$ cat src/logic/sof_pkg.sv
package sof_pkg;

    // Clock and timing figures.
    localparam int CLK_HZ          = 25_000_000;
    localparam int MS_PER_S        = 1000;
    localparam int MS_CYCLES       = CLK_HZ / MS_PER_S;
    localparam int OFF_FBK_TIME_S  = 10;
    localparam int OFF_FBK_TIME_MS = OFF_FBK_TIME_S * MS_PER_S;
    localparam int MS_CNT_W        = 16;
    localparam int PRE_CNT_W       = 15;
    localparam int DIP_PERIOD_MS   = 500;
    localparam int DIP_LEN_CYCLES  = 10;
    localparam int NUM_CH          = 4;
    localparam int NUM_PAIR        = NUM_CH / 2;
    localparam int BLINK_MS        = 250;

    // Register map of the plain port.
    localparam logic [3:0] ADDR_CTRL0   = 4'h0;
    localparam logic [3:0] ADDR_CTRL1   = 4'h1;
    localparam logic [3:0] ADDR_WIN0    = 4'h2;
    localparam logic [3:0] ADDR_WIN1    = 4'h3;
    localparam logic [3:0] ADDR_STATUS  = 4'h4;
    localparam logic [3:0] ADDR_IRQSTAT = 4'h5;
    localparam logic [3:0] ADDR_IRQMASK = 4'h6;
    localparam logic [3:0] ADDR_GRESET  = 4'h7;

    // Control field positions inside a pair control register.
    localparam int CB_RESTART  = 0;
    localparam int CB_MONITOR  = 1;
    localparam int CB_TIMEMON  = 2;
    localparam int CB_ERROUT   = 3;
    localparam int CB_STATUS   = 4;
    localparam int CB_NOTEST   = 5;
    localparam int CB_SPLIT    = 6;
    localparam int CB_FBKNC    = 7;
    localparam int CTRL_W      = 8;

    localparam logic [7:0]  CTRL_RST = 8'h00;
    localparam logic [15:0] WIN_RST  = 16'h0064;

    // Pair configuration carried as a struct.
    typedef struct packed {
        logic fbkUnconnected;
        logic splitSingle;
        logic noTestPulse;
        logic statusEnable;
        logic errOutEnable;
        logic timeMonitor;
        logic monitoredReset;
        logic restartGate;
    } sof_cfg_t;

    // Restart gate states, Gray along idle->armed->pressed.
    typedef enum logic [1:0] {
        RS_RUN     = 2'b00,
        RS_WAIT    = 2'b01,
        RS_PRESSED = 2'b11
    } sof_rst_t;

    // Decoded pair activity used by the restart input presence.
    function automatic logic sof_rstin_present(input sof_cfg_t c);
        return c.restartGate | c.timeMonitor;
    endfunction

endpackage

$ cat src/logic/sof_monitor.sv
`timescale 1ns/1ps
// Operation
// - Both channels on while logical input is one, off while zero.
// - With restart gating, hold outputs off after a fall until reset.
// - Manual reset type accepts one rising edge of reset input.
// - Monitored reset type needs rise then fall of reset input.
// - Status option exposes current output state to other logic.
// - Timed mode: feedback must go low within window, else fault.
// - Untimed mode: feedback checked high at power-on and in operation.
// - Untimed mode: feedback must return high within 10 s of off.
// - Untimed feedback fault is latched, flashed, cleared by power cycle.
// - Error output, when enabled, goes high on feedback error.
// - Error output holds until power cycle or global reset.
// - One restart and feedback input per output channel pair.
// - Split block offers single or double channel output types.
// - Split restart input present only with gating or timing enabled.
// - No-test-pulse option stops dip test, flags reduced integrity.
module sof_monitor
    import sof_pkg::*;
(
    input  wire logic                clk,
    input  wire logic                arst_n,
    input  wire logic [3:0]          regAddr,
    input  wire logic [31:0]         regWdata,
    input  wire logic                regWr,
    input  wire logic                regRd,
    output logic      [31:0]         regRdata,
    input  wire logic [NUM_CH-1:0]   logicIn,
    input  wire logic [NUM_PAIR-1:0] restartFeedbackInput,
    input  wire logic [NUM_PAIR-1:0] contactorFeedback,
    input  wire logic                globalResetOperator,
    output logic [NUM_CH-1:0]        safetySwitchingOutput,
    output logic [NUM_CH-1:0]        statusTap,
    output logic [NUM_PAIR-1:0]      errorOutput,
    output logic [NUM_PAIR-1:0]      perOutputFaultIndicator,
    output logic [NUM_PAIR-1:0]      reducedIntegrity,
    output logic                     irq
);

    ////////////////////////////////////////////////////////////////////////
    // Configuration and interrupt registers.
    sof_cfg_t [NUM_PAIR-1:0]           cfg_reg;
    logic [NUM_PAIR-1:0][MS_CNT_W-1:0] win_reg;
    logic [NUM_PAIR-1:0]               irqStat_reg;
    logic [NUM_PAIR-1:0]               irqMask_reg;
    logic                              swReset_reg;
    logic                              powerUp_reg;
    logic [PRE_CNT_W-1:0]              pre_reg;
    logic                              msTick;
    logic [MS_CNT_W-1:0]               dipMs_reg;
    logic [MS_CNT_W-1:0]               blinkMs_reg;
    logic                              blink_reg;
    logic [7:0]                        dipLen_reg;
    logic                              dip;
    logic [NUM_PAIR-1:0]               pairOn;
    logic [NUM_CH-1:0]                 chOn;
    logic [NUM_PAIR-1:0]               fbkErr;
    logic [NUM_PAIR-1:0]               errOut;
    logic [NUM_PAIR-1:0]               errEvent;
    logic                              gReset;

    assign gReset = globalResetOperator | swReset_reg;

    // Register writes; cfg and window are held per pair.
    always_ff @(posedge clk or negedge arst_n) begin
        if (!arst_n) begin
            cfg_reg     <= {NUM_PAIR{CTRL_RST}};
            win_reg     <= {NUM_PAIR{WIN_RST}};
            irqMask_reg <= '0;
            swReset_reg <= 1'b0;
        end else begin
            swReset_reg <= regWr && regAddr == ADDR_GRESET && regWdata[0];
            if (regWr) begin
                unique case (regAddr)
                    ADDR_CTRL0:   cfg_reg[0] <= sof_cfg_t'(regWdata[CTRL_W-1:0]);
                    ADDR_CTRL1:   cfg_reg[1] <= sof_cfg_t'(regWdata[CTRL_W-1:0]);
                    ADDR_WIN0:    win_reg[0] <= regWdata[MS_CNT_W-1:0];
                    ADDR_WIN1:    win_reg[1] <= regWdata[MS_CNT_W-1:0];
                    ADDR_IRQMASK: irqMask_reg <= regWdata[NUM_PAIR-1:0];
                    default:      ;
                endcase
            end
        end
    end

    // Sticky events; a new event wins over a write-one clear.
    always_ff @(posedge clk or negedge arst_n) begin
        if (!arst_n) begin
            irqStat_reg <= '0;
        end else begin
            irqStat_reg <= (irqStat_reg &
                ~((regWr && regAddr == ADDR_IRQSTAT) ?
                  regWdata[NUM_PAIR-1:0] : '0)) | errEvent;
        end
    end

    always_ff @(posedge clk or negedge arst_n) begin
        if (!arst_n) irq <= 1'b0;
        else         irq <= |(irqStat_reg & irqMask_reg);
    end

    // Read data, one cycle after the strobe; unmapped reads give zero.
    always_ff @(posedge clk or negedge arst_n) begin
        if (!arst_n) begin
            regRdata <= '0;
        end else if (regRd) begin
            unique case (regAddr)
                ADDR_CTRL0:   regRdata <= 32'(cfg_reg[0]);
                ADDR_CTRL1:   regRdata <= 32'(cfg_reg[1]);
                ADDR_WIN0:    regRdata <= 32'(win_reg[0]);
                ADDR_WIN1:    regRdata <= 32'(win_reg[1]);
                ADDR_STATUS:  regRdata <= 32'({errOut, fbkErr, chOn});
                ADDR_IRQSTAT: regRdata <= 32'(irqStat_reg);
                ADDR_IRQMASK: regRdata <= 32'(irqMask_reg);
                default:      regRdata <= '0;
            endcase
        end else begin
            regRdata <= '0;
        end
    end

    ////////////////////////////////////////////////////////////////////////
    // Millisecond tick divider and power-on flag.
    always_ff @(posedge clk or negedge arst_n) begin
        if (!arst_n) begin
            pre_reg     <= '0;
            msTick      <= 1'b0;
            powerUp_reg <= 1'b1;
        end else begin
            powerUp_reg <= 1'b0;
            msTick      <= pre_reg == PRE_CNT_W'(MS_CYCLES - 1);
            if (pre_reg == PRE_CNT_W'(MS_CYCLES - 1)) pre_reg <= '0;
            else pre_reg <= pre_reg + 1'b1;
        end
    end

    // Dip test and fault blink timing; short dips stay within response time.
    always_ff @(posedge clk or negedge arst_n) begin
        if (!arst_n) begin
            dipMs_reg   <= '0;
            blinkMs_reg <= '0;
            blink_reg   <= 1'b0;
            dipLen_reg  <= '0;
        end else begin
            if (msTick) begin
                if (dipMs_reg == MS_CNT_W'(DIP_PERIOD_MS - 1)) begin
                    dipMs_reg  <= '0;
                    dipLen_reg <= 8'(DIP_LEN_CYCLES);
                end else begin
                    dipMs_reg <= dipMs_reg + 1'b1;
                end
                if (blinkMs_reg == MS_CNT_W'(BLINK_MS - 1)) begin
                    blinkMs_reg <= '0;
                    blink_reg   <= ~blink_reg;
                end else begin
                    blinkMs_reg <= blinkMs_reg + 1'b1;
                end
            end else if (dipLen_reg != '0) begin
                dipLen_reg <= dipLen_reg - 1'b1;
            end
        end
    end
    assign dip = dipLen_reg != '0;

    ////////////////////////////////////////////////////////////////////////
    // one input per pair
    genvar p;
    generate
        for (p = 0; p < NUM_PAIR; p++) begin : g_pair
            logic rstIn;
            logic pairIn;
            assign rstIn = (cfg_reg[p].splitSingle &&
                            !sof_rstin_present(cfg_reg[p])) ?
                           1'b0 : restartFeedbackInput[p];
            // Split channels share one restart gate, so it re-arms only
            // once both of their inputs are low.
            // single or double
            assign pairIn = cfg_reg[p].splitSingle ?
                            (logicIn[2*p] | logicIn[2*p+1]) : logicIn[2*p];
            sof_pair_ctrl u_pair (
                .clk       (clk),
                .arst_n    (arst_n),
                .msTick    (msTick),
                .gReset    (gReset),
                .cfg       (cfg_reg[p]),
                .winMs     (win_reg[p]),
                .logicIn   (pairIn),
                .restartIn (rstIn),
                .fbkIn     (contactorFeedback[p]),
                .powerUp   (powerUp_reg),
                .outOn     (pairOn[p]),
                .fbkErr    (fbkErr[p]),
                .errOut    (errOut[p]),
                .errEvent  (errEvent[p])
            );
            assign chOn[2*p]   = cfg_reg[p].splitSingle ?
                                 (pairOn[p] & logicIn[2*p]) : pairOn[p];
            assign chOn[2*p+1] = cfg_reg[p].splitSingle ?
                                 (pairOn[p] & logicIn[2*p+1]) : pairOn[p];

            always_ff @(posedge clk or negedge arst_n) begin
                if (!arst_n) begin
                    safetySwitchingOutput[2*p+1:2*p] <= '0;
                    reducedIntegrity[p]              <= 1'b0;
                end else begin
                    safetySwitchingOutput[2*p+1:2*p] <=
                        chOn[2*p+1:2*p] &
                        {2{!dip || cfg_reg[p].noTestPulse}};
                    reducedIntegrity[p] <= cfg_reg[p].noTestPulse;
                end
            end

            always_ff @(posedge clk or negedge arst_n) begin
                if (!arst_n) begin
                    statusTap[2*p+1:2*p]       <= '0;
                    perOutputFaultIndicator[p] <= 1'b0;
                    errorOutput[p]             <= 1'b0;
                end else begin
                    statusTap[2*p+1:2*p] <= chOn[2*p+1:2*p] &
                                            {2{cfg_reg[p].statusEnable}};
                    // Lit while blink_reg is low; the blink runs free, so a fresh fault may wait up to 250 ms.
                    perOutputFaultIndicator[p] <= fbkErr[p] & !blink_reg;
                    errorOutput[p] <= errOut[p];
                end
            end
        end
    endgenerate

endmodule // sof_monitor

$ cat src/logic/sof_pair_ctrl.sv
`timescale 1ns/1ps
module sof_pair_ctrl
    import sof_pkg::*;
(
    input  wire logic                clk,
    input  wire logic                arst_n,
    input  wire logic                msTick,
    input  wire logic                gReset,
    input  wire sof_cfg_t            cfg,
    input  wire logic [MS_CNT_W-1:0] winMs,
    input  wire logic                logicIn,
    input  wire logic                restartIn,
    input  wire logic                fbkIn,
    input  wire logic                powerUp,
    output logic                     outOn,
    output logic                     fbkErr,
    output logic                     errOut,
    output logic                     errEvent
);

    sof_rst_t            rst_reg;
    logic                inPrev_reg;
    logic                rstPrev_reg;
    logic                outPrev_reg;
    logic [MS_CNT_W-1:0] ms_reg;
    logic                inFall;
    logic                rstRise;
    logic                rstFall;
    logic                ok;
    logic                timeErr;
    logic                offErr;
    logic                pwrErr;
    logic                newErr;

    assign inFall  = inPrev_reg & ~logicIn;
    assign rstRise = ~rstPrev_reg & restartIn;
    assign rstFall = rstPrev_reg & ~restartIn;

    ////////////////////////////////////////////////////////////////////////
    // Edge history of the input, reset button and output.
    always_ff @(posedge clk or negedge arst_n) begin
        if (!arst_n) begin
            inPrev_reg  <= 1'b0;
            rstPrev_reg <= 1'b0;
            outPrev_reg <= 1'b0;
        end else begin
            inPrev_reg  <= logicIn;
            rstPrev_reg <= restartIn;
            outPrev_reg <= outOn;
        end
    end

    // Restart gate: wait after each fall until a valid reset event.
    always_ff @(posedge clk or negedge arst_n) begin
        if (!arst_n) begin
            rst_reg <= RS_WAIT;
        end else if (!cfg.restartGate) begin
            rst_reg <= RS_RUN;
        end else begin
            unique case (rst_reg)
                RS_RUN: begin
                    if (inFall || !logicIn) rst_reg <= RS_WAIT;
                end
                RS_WAIT: begin
                    if (rstRise && !cfg.monitoredReset) rst_reg <= RS_RUN;
                    else if (rstRise) rst_reg <= RS_PRESSED;
                end
                RS_PRESSED: begin
                    if (rstFall) rst_reg <= RS_RUN;
                end
                default: rst_reg <= RS_WAIT;
            endcase
        end
    end

    assign ok = logicIn && !fbkErr && (rst_reg == RS_RUN || !cfg.restartGate);
    always_ff @(posedge clk or negedge arst_n) begin
        if (!arst_n) outOn <= 1'b0;
        else         outOn <= ok;
    end

    always_ff @(posedge clk or negedge arst_n) begin
        if (!arst_n) begin
            ms_reg <= '0;
        end else if (outOn != outPrev_reg) begin
            ms_reg <= '0;
        end else if (msTick && ms_reg != '1) begin
            ms_reg <= ms_reg + 1'b1;
        end
    end

    // Both judges skip the switching cycle, where the count is still stale.
    // feedback must drop
    assign timeErr = cfg.timeMonitor && outOn && outPrev_reg && fbkIn &&
                     ms_reg >= winMs;
    assign offErr = !cfg.timeMonitor && !outOn && !outPrev_reg && !fbkIn &&
                    ms_reg >= MS_CNT_W'(OFF_FBK_TIME_MS);
    assign pwrErr = !cfg.timeMonitor && powerUp && !fbkIn;
    // A feedback left open by design is never judged.
    assign newErr = !cfg.fbkUnconnected && (timeErr || offErr || pwrErr);

    always_ff @(posedge clk or negedge arst_n) begin
        if (!arst_n) begin
            fbkErr   <= 1'b0;
            errEvent <= 1'b0;
        end else begin
            errEvent <= newErr && !fbkErr;
            if (newErr) fbkErr <= 1'b1;
        end
    end

    always_ff @(posedge clk or negedge arst_n) begin
        if (!arst_n)                      errOut <= 1'b0;
        else if (newErr && cfg.errOutEnable) errOut <= 1'b1;
        else if (gReset)                  errOut <= 1'b0;
    end

endmodule // sof_pair_ctrl

$ cat config.mk
export PLATFORM = sky130hd
export DESIGN_NAME = sof_monitor
export DESIGN_NICKNAME = d
export VERILOG_FILES = /design/src/logic/sof_pkg.sv /design/src/logic/sof_monitor.sv /design/src/logic/sof_pair_ctrl.sv
export SDC_FILE = /design/constraint.sdc
export NUM_CORES = 1
export LEC_CHECK = 0
export BUFFER_PORTS_ARGS = -buffer_cell sky130_fd_sc_hd__buf_4
export CORE_MARGIN = 2
export CORE_UTILIZATION = 35
export CTS_CLUSTER_SIZE = 16
export DETAILED_ROUTE_END_ITERATION = 8
export HOLD_SLACK_MARGIN = 0.05
export PLACE_DENSITY_LB_ADDON = 0.1
export SKIP_CTS_REPAIR_TIMING = 1
export SLEW_MARGIN = 30
export SYNTH_ARGS = -nofsm -noshare
export SYNTH_HDL_FRONTEND = slang
export SYNTH_SLANG_ARGS = --single-unit
$ cat constraint.sdc
create_clock -name clk -period 3.5 [get_ports clk]
set_input_delay 0.525 -clock clk [delete_from_list [all_inputs] [get_ports clk]]
set_output_delay 0.525 -clock clk [all_outputs]
set_load 0.02 [all_outputs]
==> summary.txt <==
Timing
  – Highest clock rate: 456 MHz
  – RSZ-0062 raised after global routing: false
  – Setup tns final: 0 ps
  – Slew Limit Headroom: 39.1%
  – Final worst-path setup slack: 1310 ps
  – Final Hold Viols: 0
  – Time the worst path needs with I/O delays and setup: 2190 ps
  – Worst Skew: 16.5 ps
  – Actual slew at the worst max-slew pin: 911 ps
  – Final setup fails: 0
  – Part of the cycle the worst path needs: 62.7%
  – Slew Limit Fails: 0

Cells and area
  – Growth of design area from synthesis to finish: 15.4%
  – Inserted Diodes: 0
  – Fraction of final layout cells with drive strength greater than 1: 18.4%
  – # fillers: 2680
  – Nets@finish: 1071

Routing
  – First-pass DRT Iterations: 5
  – First DRT Iteration DRCs: 358
  – Drc violations: 0
  – Detailed-route via count: 6764
  – Total length of routed wires: 23200 µm
  – Detailed-route wire length per cell: 17.4 µm
  – Antenna Violating Nets Remaining: 0
  – Number of vias per cell: 5.07

Critical path
  – Capturing point of the worst reg2reg path: g_pair[1].u_pair.errEvent
  – Reg-to-reg critical path startpoint: g_pair[1].u_pair.ms_reg[13]
  – Cell depth of the worst setup path: 6
  – Critical Path Sink: g_pair[1].u_pair.errEvent
  – Critical Path Max Stage Delay: 470 ps
  – Worst setup path class: register to register
  – Worst Reg2Reg Path Length in Cells: 6
  – Highest-delay cell along the critical path: dfrtp_1
  – Crit. Startpoint: g_pair[1].u_pair.ms_reg[13]
  – Worst setup EP type: register
  – CP Cell Sequence: ha_1, nand4_1, nor3_1, o2bb2ai_1, o21ai_0, a21oi_1
  – Data arrival, critical path: 2480 ps
  – Critical Path Fanout Max: 7
  – Bufs and invs on worst path: 0
  – Worst setup SP type: register
  – Worst endpoint required time: 3780 ps
  – Crit-path leading delay family: compound AO/OA/AOI/OAI gates
  – Worst setup slack for register-to-register paths: 1310 ps

GRT
  – Global-route wire length before repair: 37500 µm
  – Antenna violations before repair: 0
  – Aggregate global-route resource usage: 17.1%
  – Largest net degree at the start of global routing: 90
  – Vias in the first global route: 6685
  – Global-route congestion overflow total: 0

Synth
  – Synth area leader: dfrtp_1
  – Sequential cell area fraction in the yosys report: 50.4%
  – Share of synthesized cell area in full adder, half adder and majority cells: 5.56%
  – List of most frequent post-synthesis cells: dfrtp_1, nor2_1, nand2_1
  – Fraction of registers with async set or reset after synthesis: 100%
  – Compound-Gate Fraction of Synth Area: 10.2%
  – Total of warnings raised by yosys: 0
  – Area share of the largest cell type after synthesis: 47.9%
  – Post-synthesis sequential element count: 190
  – Mux cell area share after synthesis: 6.80%
  – Post-synth EDFFs: 0
  – Top cells by area in the synthesized netlist: dfrtp_1, mux2_2, ha_1, nor2_1, xnor2_1
  – Post-synthesis simple-gate area fraction: 16.6%
  – Number of distinct library cell variants in the gate-level netlist after synthesis: 63
  – Cell with the most instances after synthesis: dfrtp_1
  – Combinational family with the most area after synthesis: simple AND/OR/NAND/NOR gates
  – Xor/xnor cell area share of the yosys netlist: 6.21%
  – Cell area after synthesis: 9450 µm²
  – Number of cells produced by synthesis: 903
  – Most used flip-flop cell after synthesis: dfrtp_1
  – Mean instance size in the synthesized netlist: 10.5 µm²

Clocking
  – Root cell of the clock tree: clkbuf_16
  – Depth of the CTS H-tree: 4
  – Clock Path Buffers: 2
  – Number of clock buffers inserted by TritonCTS: 17
  – Clock latency on the worst-skew pair: 440 ps
  – Clock tree from TritonCTS: done
  – Clk sinks: 190
  – Clock-pin slew on the worst setup and hold paths: 80 ps

Die
  – Core area: 26700 µm²
  – Width of the chip: 168 µm
  – Area enclosed by the die boundary: 28300 µm²
  – Total I/O pin count: 96
  – Initial standard-cell utilization of the core: 35.4%
  – Overall die height: 168 µm
  – Standard-cell rows: 60

Place
  – Routability congestion estimate from global placement: 0.769
  – DP Wirelength: 16700 µm
  – Pre-CTS worst setup slack: 1150 ps
  – PortBufs: 63

Hold path
  – Kind of path behind the tightest hold check: primary input to async pin

Power and ir drop
  – Lkg Pwr: 5.02 nW
  – Power per standard cell area: 462 nW/µm²
  – Largest vdd supply drop: 0.304 mV

Run status
  – Outcome: complete, no violations

Job
  – Maximum capacitance violations: 0
## cells by family (layout without fill, tap and decap cells)
logic type	Yosys count	in the layout
muxes	58	58
buffers and inverters	89	163
xor gates and xnor gates	67	67
and+or+nand+nor	314	314
other	1	17
DFF	190	190
adders and majority gates	42	42
AOI/OAI and AO/OA	142	142
## report_power, final
group / total, mW / internal [mW] / switching (mW) / leakage (nW)
combinational: 0.559 / 0.256 / 0.303 / 2.24
sequential: 2.56 / 2.38 / 0.179 / 2.50
clock: 1.92 / 0.978 / 0.944 / 0.278
total: 5.04 / 3.61 / 1.43 / 5.02
## metrics by stage
| stage | util, % | instances | total power, mW | cell area [µm²] | hold WS (ps) |
|---|---|---|---|---|---|
| floorplan | - | 919 | 2.89 | 9510 | 229 |
| global placement | 38.7 | 1302 | 3.16 | 10300 | 412 |
| detailed placement | 38.7 | 1302 | 3.17 | 10300 | 423 |
| CTS | 40.8 | 1334 | 5.12 | 10900 | 172 |
| global route | 40.8 | 1334 | 5.30 | 10900 | 182 |
| finish | 40.8 | 1334 | 5.04 | 10900 | 131 |
## worst min-delay path by stage
stage                              startpoint        endpoint  slack, ps  depth (start not counted)
global placement    g_pair[1].u_pair.errEvent  irqStat_reg[1]        410                          1
detailed placement  g_pair[1].u_pair.errEvent  irqStat_reg[1]        420                          1
CTS                                    arst_n      pre_reg[9]        170                          1
finish                                 arst_n      pre_reg[9]        130                          1
global route                           arst_n      pre_reg[9]        180                          1
floorplan                              arst_n  blinkMs_reg[0]        230                          0
## layer usage
| layer | vias to the layer above | part of all wire [%] | GRT usage [%] |
|---|---|---|---|
| li1 | 3318 | - | - |
| met1 | 3317 | 50 | 25.0 |
| met2 | 114 | 44 | 26.0 |
| met3 | 15 | 4.3 | 3.20 |
| met4 | 0 | 1.1 | 4.31 |
| met5 | - | 0 | 0 |
## layout by cell type (no fill, tap or decap), types with 20 or more instances in the layout
cell type / n
dfrtp_1: 181
nor2_1: 98
buf_4: 74
nand2_1: 64
inv_1: 55
mux2_2: 50
ha_1: 42
xnor2_1: 41
o21ai_0: 33
nand3_1: 32
a21oi_1: 26
xor2_1: 26
nor3_1: 24
and3_1: 20
## area by class of cell
class                      count  area (µm²)  area share (%)
clock inverter                13         118            1.08
timing repair buffer          76         589            5.40
sequential                   190        4770            43.7
tap                          341         427            3.91
inverter                      55         206            1.89
clock buffer                  19         453            4.15
multi-input combinational    640        4350            39.9
Note: power is estimated with default switching activity, not from simulation.
